File: src/rtl/pwr_sup_pkg.sv
// Operation
// - interrupt pin config writes need unlock key
// - flag 7 sets on battery-to-main return
// - flag 6 sets on any enabled event
// - flag 5 sets on voltage sag
// - flag 3 sets on dcin change or ready
// - flag 2 sets on battery low or ready
// - flag 1 sets on main-to-battery switchover
// - flag 0 sets on dcin below threshold
// - policy field selects switchover condition
// - peripheral bit 6 shows live supply source
// - peripheral bit 5 shows main supply ready
// - peripheral bit 7 flags uart wake-up
// - pll fault bit held until acknowledge
// - peripheral bit 3 keeps reference in sleep
// - pin function field selects gpio or uart
// - summary only from enabled event flags
package pwr_sup_pkg;
   // register addresses
   localparam logic [7:0] ADDR_WRITE_KEY = 8'hc1;
   localparam logic [7:0] ADDR_PERIPHERAL_CONFIG = 8'hf4;
   localparam logic [7:0] ADDR_SWITCHOVER = 8'hf5;
   localparam logic [7:0] ADDR_FLAGS = 8'hf8;
   localparam logic [7:0] ADDR_INT_PIN = 8'hff;
   localparam logic [7:0] ADDR_ADC_START = 8'hd8;
   localparam logic [7:0] UNLOCK_KEY = 8'hea;
   // flag bit positions
   localparam int FLAG_RESTORED = 7;
   localparam int FLAG_SUMMARY = 6;
   localparam int FLAG_SAG = 5;
   localparam int FLAG_DCIN_ADC = 3;
   localparam int FLAG_BATTERY = 2;
   localparam int FLAG_SWITCHOVER = 1;
   localparam int FLAG_DCIN_LOW = 0;
   // peripheral bit positions
   localparam int PER_WAKE = 7;
   localparam int PER_SOURCE = 6;
   localparam int PER_VDD_OK = 5;
   localparam int PER_PLL_FAULT = 4;
   localparam int PER_REF_EN = 3;
   localparam int PLL_ACK_BIT = 7;
   // writable and readable masks
   localparam logic [7:0] FLAGS_MASK = 8'hef;
   localparam logic [7:0] SUMMARY_SRC_MASK = 8'haf;
   localparam logic [7:0] SWITCH_MASK = 8'h03;
   localparam logic [7:0] INT_PIN_MASK = 8'h0f;
   // reset values
   localparam logic [7:0] FLAGS_RESET = 8'h00;
   localparam logic [7:0] SWITCH_RESET = 8'h00;
   localparam logic [7:0] INT_PIN_RESET = 8'h00;
   localparam logic [7:0] KEY_RESET = 8'h00;
   localparam logic SOURCE_RESET = 1'b1;

   typedef enum logic [1:0] {
      POLICY_VDD = 2'b00,
      POLICY_VDD_DCIN = 2'b01,
      POLICY_OFF_LO = 2'b10,
      POLICY_OFF_HI = 2'b11
   } policy_type;

   typedef enum logic [1:0] {
      RX_GPIO = 2'b00,
      RX_UART = 2'b01,
      RX_UNDEF = 2'b10,
      RX_UART_WAKE = 2'b11
   } rx_function_type;

   typedef struct packed {
      logic sag;
      logic dcin_change;
      logic dcin_ready;
      logic bat_low;
      logic bat_ready;
      logic dcin_low;
   } supply_events_type;

   typedef struct packed {
      logic wr;
      logic rd;
      logic [7:0] addr;
      logic [7:0] wdata;
   } sfr_req_type;
endpackage

File: src/rtl/event_flag_latch.sv
`timescale 1ns/1ps
`default_nettype none
module event_flag_latch (
   // clock and reset
   input wire logic clk_sys_i,
   input wire logic rst_i,
   // set and software clear
   input wire logic set_i,
   input wire logic wr_i,
   input wire logic wdata_i,
   // flag
   output logic q_o
);
   logic q_d;
   logic q_q;

   // set wins over a clear in the same cycle
   always_comb begin
      q_d = set_i | (q_q & ~(wr_i & ~wdata_i));
   end

   always_ff @(posedge clk_sys_i or posedge rst_i) begin
      if (rst_i) begin
         q_q <= 1'b0;
      end else begin
         q_q <= q_d;
      end
   end

   assign q_o = q_q;
endmodule
`default_nettype wire

File: src/rtl/power_supervisor_status_regs.sv
`timescale 1ns/1ps
`default_nettype none
module power_supervisor_status_regs (
   // clock and reset
   input wire logic clk_sys_i,
   input wire logic rst_i,
   // special function register access
   input wire pwr_sup_pkg::sfr_req_type sfr_i,
   output logic [7:0] sfr_rdata_o,
   // supply monitors
   input wire pwr_sup_pkg::supply_events_type events_i,
   input wire logic switched_supply_source_i,
   input wire logic vdd_ok_i,
   input wire logic vdd_low_i,
   input wire logic pll_unlock_i,
   input wire logic [7:0] power_event_enables_i,
   // sleep and pin
   input wire logic deep_sleep_mode_i,
   input wire logic secondary_uart_rx_i,
   // controls
   output logic switchover_request_o,
   output logic sleep_irq_o,
   output logic sleep_reference_on_o,
   output logic rx_uart_select_o,
   output logic rx_wake_enable_o,
   output logic [3:0] interrupt_pin_config_o
);
   logic [7:0] key_q;
   logic [7:0] key_d;
   logic [7:0] int_pin_q;
   logic [7:0] int_pin_d;
   logic [1:0] policy_q;
   logic [1:0] policy_d;
   logic ref_en_q;
   logic ref_en_d;
   logic [1:0] rx_prog_q;
   logic [1:0] rx_prog_d;
   logic pll_fault_q;
   logic pll_fault_d;
   logic source_q;
   logic rx_q;
   logic [7:0] rdata_q;
   logic [7:0] rdata_d;
   logic [7:0] flag_set;
   logic [7:0] flags;
   logic wr_flags;
   logic wake_set;
   logic wake_flag;
   logic wr_peripheral_config;
   logic pll_ack;
   logic [7:0] peripheral_config_view;

   function automatic logic hit(input pwr_sup_pkg::sfr_req_type req, input logic [7:0] addr);
      hit = req.wr && (req.addr == addr);
   endfunction

   // event sources for the flag register
   // source edges are taken against the last sample, which resets to main, so no false edge
   always_comb begin
      flag_set = 8'h00;
      flag_set[pwr_sup_pkg::FLAG_RESTORED] = switched_supply_source_i & ~source_q;
      flag_set[pwr_sup_pkg::FLAG_SUMMARY] = |(flags & power_event_enables_i & pwr_sup_pkg::SUMMARY_SRC_MASK);
      flag_set[pwr_sup_pkg::FLAG_SAG] = events_i.sag;
      flag_set[pwr_sup_pkg::FLAG_DCIN_ADC] = events_i.dcin_change | events_i.dcin_ready;
      flag_set[pwr_sup_pkg::FLAG_BATTERY] = events_i.bat_low | events_i.bat_ready;
      flag_set[pwr_sup_pkg::FLAG_SWITCHOVER] = ~switched_supply_source_i & source_q;
      flag_set[pwr_sup_pkg::FLAG_DCIN_LOW] = events_i.dcin_low;
   end

   assign wr_flags = hit(sfr_i, pwr_sup_pkg::ADDR_FLAGS);
   assign wr_peripheral_config = hit(sfr_i, pwr_sup_pkg::ADDR_PERIPHERAL_CONFIG);

   generate
      for (genvar i = 0; i < 8; i++) begin : g_flag
         if (pwr_sup_pkg::FLAGS_MASK[i]) begin : g_real
            event_flag_latch u_flag (
               .clk_sys_i(clk_sys_i),
               .rst_i(rst_i),
               .set_i(flag_set[i]),
               .wr_i(wr_flags),
               .wdata_i(sfr_i.wdata[i]),
               .q_o(flags[i])
            );
         end else begin : g_reserved
            assign flags[i] = 1'b0;
         end
      end
   endgenerate

   // either rx edge wakes; the last sample resets high, the idle level of the pin
   // rx edge wakes deep sleep
   assign wake_set = (secondary_uart_rx_i ^ rx_q) & deep_sleep_mode_i &
                     (rx_prog_q == pwr_sup_pkg::RX_UART_WAKE);

   event_flag_latch u_wake (
      .clk_sys_i(clk_sys_i),
      .rst_i(rst_i),
      .set_i(wake_set),
      .wr_i(wr_peripheral_config),
      .wdata_i(sfr_i.wdata[pwr_sup_pkg::PER_WAKE]),
      .q_o(wake_flag)
   );

   assign pll_ack = hit(sfr_i, pwr_sup_pkg::ADDR_ADC_START) & sfr_i.wdata[pwr_sup_pkg::PLL_ACK_BIT];

   always_comb begin
      peripheral_config_view = {wake_flag, source_q, vdd_ok_i, pll_fault_q, ref_en_q, 1'b0, rx_prog_q};
   end

   // register write path
   always_comb begin
      key_d = key_q;
      int_pin_d = int_pin_q;
      policy_d = policy_q;
      ref_en_d = ref_en_q;
      rx_prog_d = rx_prog_q;
      // the key stays until software rewrites it, so the lock closes again on a write of any value other than the unlock key
      if (hit(sfr_i, pwr_sup_pkg::ADDR_WRITE_KEY)) begin
         key_d = sfr_i.wdata;
      end
      if (hit(sfr_i, pwr_sup_pkg::ADDR_INT_PIN) && key_q == pwr_sup_pkg::UNLOCK_KEY) begin
         int_pin_d = sfr_i.wdata & pwr_sup_pkg::INT_PIN_MASK;
      end
      if (hit(sfr_i, pwr_sup_pkg::ADDR_SWITCHOVER)) begin
         policy_d = sfr_i.wdata[1:0];
      end
      if (wr_peripheral_config) begin
         ref_en_d = sfr_i.wdata[pwr_sup_pkg::PER_REF_EN];
         rx_prog_d = sfr_i.wdata[1:0];
      end
      // unlock wins over ack, so a fault during the acknowledge stays visible
      // fault held until ack
      pll_fault_d = pll_unlock_i | (pll_fault_q & ~pll_ack);
   end

   // read path, answer one cycle after the strobe
   always_comb begin
      rdata_d = rdata_q;
      if (sfr_i.rd) begin
         case (sfr_i.addr)
            pwr_sup_pkg::ADDR_WRITE_KEY: rdata_d = key_q;
            pwr_sup_pkg::ADDR_INT_PIN: rdata_d = int_pin_q;
            pwr_sup_pkg::ADDR_SWITCHOVER: rdata_d = {6'h00, policy_q};
            pwr_sup_pkg::ADDR_FLAGS: rdata_d = flags;
            pwr_sup_pkg::ADDR_PERIPHERAL_CONFIG: rdata_d = peripheral_config_view;
            default: rdata_d = 8'h00;
         endcase
      end
   end

   always_ff @(posedge clk_sys_i or posedge rst_i) begin
      if (rst_i) begin
         key_q <= pwr_sup_pkg::KEY_RESET;
         int_pin_q <= pwr_sup_pkg::INT_PIN_RESET;
         policy_q <= pwr_sup_pkg::SWITCH_RESET[1:0];
         ref_en_q <= 1'b0;
         rx_prog_q <= 2'b00;
         pll_fault_q <= 1'b0;
         source_q <= pwr_sup_pkg::SOURCE_RESET;
         rx_q <= 1'b1;
         rdata_q <= 8'h00;
      end else begin
         key_q <= key_d;
         int_pin_q <= int_pin_d;
         policy_q <= policy_d;
         ref_en_q <= ref_en_d;
         rx_prog_q <= rx_prog_d;
         pll_fault_q <= pll_fault_d;
         source_q <= switched_supply_source_i;
         rx_q <= secondary_uart_rx_i;
         rdata_q <= rdata_d;
      end
   end

   always_comb begin
      case (pwr_sup_pkg::policy_type'(policy_q))
         pwr_sup_pkg::POLICY_VDD: switchover_request_o = vdd_low_i;
         pwr_sup_pkg::POLICY_VDD_DCIN: switchover_request_o = vdd_low_i | events_i.dcin_low;
         default: switchover_request_o = 1'b0;
      endcase
   end

   // pin function decode
   // the undefined code 10 falls back to gpio
   always_comb begin
      case (pwr_sup_pkg::rx_function_type'(rx_prog_q))
         pwr_sup_pkg::RX_UART: begin
            rx_uart_select_o = 1'b1;
            rx_wake_enable_o = 1'b0;
         end
         pwr_sup_pkg::RX_UART_WAKE: begin
            rx_uart_select_o = 1'b1;
            rx_wake_enable_o = 1'b1;
         end
         default: begin
            rx_uart_select_o = 1'b0;
            rx_wake_enable_o = 1'b0;
         end
      endcase
   end

   assign sleep_reference_on_o = ~deep_sleep_mode_i | ref_en_q;
   assign sleep_irq_o = flags[pwr_sup_pkg::FLAG_SUMMARY];
   assign interrupt_pin_config_o = int_pin_q[3:0];
   assign sfr_rdata_o = rdata_q;
endmodule
`default_nettype wire

File: config.mk
export PLATFORM = sky130hd
export DESIGN_NAME = power_supervisor_status_regs
export DESIGN_NICKNAME = d
export VERILOG_FILES = /design/src/rtl/pwr_sup_pkg.sv /design/src/rtl/event_flag_latch.sv /design/src/rtl/power_supervisor_status_regs.sv
export SDC_FILE = /design/constraint.sdc
export NUM_CORES = 1
export LEC_CHECK = 0
export ABC_AREA = 1
export BUFFER_PORTS_ARGS = -buffer_cell sky130_fd_sc_hd__buf_2
export CAP_MARGIN = 30
export CORE_ASPECT_RATIO = 1.5
export CORE_MARGIN = 4
export CORE_UTILIZATION = 56
export DETAILED_ROUTE_END_ITERATION = 8
export PLACE_DENSITY = 0.85
export RECOVER_POWER = 50
export SLEW_MARGIN = 20
export SYNTH_ARGS = -nofsm -noshare
export SYNTH_HDL_FRONTEND = slang
export SYNTH_HIERARCHICAL = 1
export SYNTH_SLANG_ARGS = --single-unit
File: constraint.sdc
create_clock -name clk_sys_i -period 3.4 [get_ports clk_sys_i]
set_clock_uncertainty 0.2 [all_clocks]
set_input_delay 0.34 -clock clk_sys_i [delete_from_list [all_inputs] [get_ports clk_sys_i]]
set_output_delay 0.34 -clock clk_sys_i [all_outputs]
set_load 0.01 [all_outputs]
Word-level counts from Yosys, hierarchy flattened
Index checks and enable logic that the tools add are counted.

word-level totals
  flip-flop bits (word level) = 36
  input port bits = 40
  output and inout bits = 17
  word-level logic and storage cells = 97

cells by class
  eq/ne operators = 10
  multiplexer cells = 4
  bitwise logic cells = 56
  reductions and logical operators = 10

operators by type and width
  cell                                                  number
  equality test 8 bit (second input constant)           7
  one-hot mux 8 bit (5 select lines)                    1
  AND 1 bit                                             22
  NOT 1 bit                                             19
  bitwise OR 1 bit                                      13
  AND 8 bit                                             1
  logical AND 1 bit                                     7
  OR reduction 6 bit                                    1
  equality test 2 x 1 -> 1 bit (second input constant)  2
  equality test 2 bit (second input constant)           1
  logical NOT 2 bit                                     1
  two-way mux 1 bit                                     2
  one-hot mux 1 bit (2 select lines)                    1
  OR reduction 2 bit                                    1
  bitwise XOR 1 bit                                     1

Depth between registers and ports, before layout
  depth in word-level cells = 6
  gate-level depth with buffers = 8
  gate-level depth less buffers = 8

By module
Netlist, hierarchy kept.

modules (own cells, without submodules)
  module                        instances  cells an instance  area each (µm²)  sequential area each (µm²)
  power_supervisor_status_regs  1          209                1627.8           703.2
  event_flag_latch              8          7                  47.5             25.0

Worst setup path before layout
OpenSTA, ideal clock, no wires.

  kind = input to register
  start point = in sfr_i[15] (netlist bit)
  end point = reg g_flag[6].g_real.u_flag.q_q
  library setup time = 117 ps
  data arrival time = 1228 ps
  data required time = 3083 ps
  path slack = 1855 ps
  cell stages on the path = 8
  path buffers = 1
  cells stage by stage = nand2_2 -> nor2_8 -> buf_6 -> nand2_1 -> nor2_1 -> nand2_1 -> nand2_1 -> nand2_1

between the ends
  cells in the longest elaborated chain, start to end = 6

ends and longest elaborated chain
  element                                RTL line                            text
  start: declaration                     power_supervisor_status_regs.sv:8   input wire pwr_sup_pkg::sfr_req_type sfr_i,
  equality test 8 bit                    power_supervisor_status_regs.sv:54  hit = req.wr && (req.addr == addr);
  logical AND 1 bit                      power_supervisor_status_regs.sv:54
  named net wr_flags                     power_supervisor_status_regs.sv:46  logic wr_flags;
  AND 1 bit                              event_flag_latch.sv:19              q_d = set_i | (q_q & ~(wr_i & ~wdata_i));
  NOT 1 bit                              event_flag_latch.sv:19
  AND 1 bit                              event_flag_latch.sv:19
  bitwise OR 1 bit                       event_flag_latch.sv:19
  named net g_flag[6].g_real.u_flag.q_d  event_flag_latch.sv:14              logic q_d;
  end signal: assignment                 event_flag_latch.sv:26              q_q <= q_d;
  end: declaration                       event_flag_latch.sv:15              logic q_q;

The timed path passes the listed nets, and every way through them passes these cells.
A chain may end at the register's enable or synchronous reset.

Worst setup path after layout
  start point = in sfr_i[9] (netlist bit)
  end point = reg key_q[1]

between the ends
  cells in the longest elaborated chain, start to end = 2

ends and longest elaborated chain
  element                 RTL line                             text
  equality test 8 bit     power_supervisor_status_regs.sv:54
  logical AND 1 bit       power_supervisor_status_regs.sv:54
  end signal: assignment  power_supervisor_status_regs.sv:153  key_q <= pwr_sup_pkg::KEY_RESET;
  end signal: assignment  power_supervisor_status_regs.sv:163  key_q <= key_d;
  end: declaration        power_supervisor_status_regs.sv:28   logic [7:0] key_q;

No other way between the ends.

==> flow_summary.toml <==
[status]
outcome = "finished clean"

[worst_setup_path]
critPathLaunchType = "input port"
path_max_fanout = 15
end_kind = "flip-flop"
worstPathArrival_ps = 2110
critPathKind = "input port to flip-flop"
crit_start = "sfr_i[9]"
worstSetupEndpoint = "key_q[1]"
r2r-start = "key_q[4]"
rr_worst_depth = 6
cp.required_ps = 3390
r2r_end = "int_pin_q[1]"
reg2reg_slack_ps = 1960

[cells_and_area]
layout_common_cells = "84 x nand2_1, 51 x buf_2, 43 x inv_1"
mostFrequentLayoutCell = "nand2_1"
fin_nets = 365
n_antenna_cell = 0
syn_to_final_growth_pct = 17.9
final_cells = 368
drive_gt1_share_pct = 26.1
utilization_pct = 69.3
nFillCells = 325

[routing]
route.detailed.drc = 0
vias_per_cell = 5.00
routedWlPerCell_um = 12.5
num_vias = 1841
drtPass1Iterations = 4
drtIter0Drc = 50
drtAntennaViolNets = 0
routed_wl_um = 4590

[synth]
syn-num-nets = 305
ys_warn_count = 6
synthCells = 265
synth_area_leaders = "dfrtp_1 42%, nand2_1 16%, inv_1 8.0%"
postSynthAreaPerCell_um2 = 7.58
synth_cell_types = 26
synth.largest_area_cell = "dfrtp_1"
syn_area_um2 = 2010
ys_ff_latch = 36
seq_area_frac_synth_pct = 45.0
synth_top_area_share_pct = 42.4

[global_route]
grt_pass1_vias = 1915
grt_overflow = 0
antenna_found_initial = 0
grt_start_max_net_pins = 29
track_usage_pct = 21.8
grt_first_pass_wirelength_um = 7850

[sta]
final.setup.worst_slack_ps = 1270
finalSetupViolCount = 0
layout_min_cycle_time_ps = 2130
rsz0062_at_grt = "false"
worst_pin_slew_ps = 1070
fmax_mhz = 470
final-hold-violation-count = 0
final_max_slew_viol_count = 0
finalSetupTns_ps = 0
maxSlewHeadroom_pct = 28.1
hold_ws_ps = 37.0
fin_crit_sh_pct = 62.6

[cts]
htree_levels = 2
clk_pin_slew_worst_paths_ps = 70
numClockSinks = 36
cts_buffer_depth = 2
clock_latency_ps = 300
clock-root-buffer = "clkbuf_8"
numCtsBuffers = 5
cts_tree = "done"

[die]
coreArea_um2 = 3420
dieArea_um2 = 4630
die_h_um = 81.3
ios = 57
die-width_um = 56.9
floorplan.rows = 26
start_util_pct = 58.8

[run]
maxCapViolCount = 0

[pwr]
ir_drop_mv = 0.325
power.density_nw_per_um2 = 363
p_leak_uw = 0.00139

[placement]
place_hpwl_um = 3590
dpl_worst_slack_ps = 1450
numPortBuffers = 54
gp_congestion = 0.864
dp.cells = 357

[min_path]
min_path_type = "input port to flip-flop"
-- sequential cells by signal, indices dropped and copies added (netlist names), 2 cells and up --
name and flops:
g_flag.g_real.u_flag/q_o 7, int_pin_q 4, key_q 8, policy_q 2, rx_prog_q 2, sfr_rdata_o 8
-- worst max-delay path, stage by stage --
cell and delay, ps:
buf_2 100, inv_1 60, nand2_1 70, nor2_1 290, nand2_4 120, nor2_1 830
nand2_1 140, o21a_1 150
-- worst min path at each step --
| stage | startpoint | end | cells past startpoint |
|---|---|---|---|
| final | pll_unlock_i | pll_fault_q | 2 |
| after global routing | pll_unlock_i | pll_fault_q | 2 |
| after CTS | pll_unlock_i | pll_fault_q | 2 |
| after detailed placement | rst_i | u_wake/q_o | 2 |
| after global placement | rst_i | g_flag[1].g_real.u_flag/q_o | 2 |
| after floorplan | rst_i | g_flag[0].g_real.u_flag/q_o | 1 |
-- layout make-up --
type	instances	area [µm²]	share of cell area [%]
sequential	36	903	38.1
clock buffer	5	68.8	2.91
multi-input combinational	177	845	35.7
inverter	47	176	7.45
timing repair buffer	58	304	12.8
tap	42	52.6	2.22
clock inverter	3	18.8	0.792
-- cells in the mapped netlist, drive strengths merged --
cell and count:
nor3 1, a21o 1, nor2 25, o21ai 16, buf 3, nand2 93
clkbuf 2, a221oi 1, xnor2 1, nand4 3, nand3 26, o21a 5
dfstp 2, or2 2, inv 47, dfrtp 34, a21oi 3
-- what timing repair did --
item                      in CTS  in global routing
buffers inserted               0                  0
gates resized for setup        0                  0
hold buffers                   3                  0
hold endpoints to repair      14                  0
-- power breakdown --
part / internal [µW] / switching [µW] / total (µW)
Clock: 143 / 162 / 305
Sequential: 446 / 10.6 / 456
Combinational: 40.3 / 59.7 / 100
Total: 629 / 232 / 861
-- routing by layer --
metal / vias up / GRT usage [%] / routed length, µm / share of wire, %
met5: - / 0 / 0 / 0
met4: 0 / 12.3 / 155 / 3.4
met3: 16 / 4.77 / 256 / 5.6
met2: 57 / 40.7 / 2430 / 53
met1: 837 / 21.8 / 1740 / 38
li1: 931 / - / - / -
-- cells by family after synthesis --
group                  count (synthesis)  share of synthesized area, %
AND/OR/NAND/NOR                      150                          35.3
AO/OA/AOI/OAI                         26                          7.98
buffers and inverters                 52                          11.3
flip-flops                            36                          45.0
XOR/XNOR                               1                         0.436
-- metrics by stage --
stage	cell area [µm²]	power (µW)
3_5_place_dp	2290	567
5_1_grt	2370	895
6_report	2370	861
4_1_cts	2410	869
2_1_floorplan	2010	521
3_3_place_gp	2290	563
Note: power is estimated with default switching activity, not from simulation.
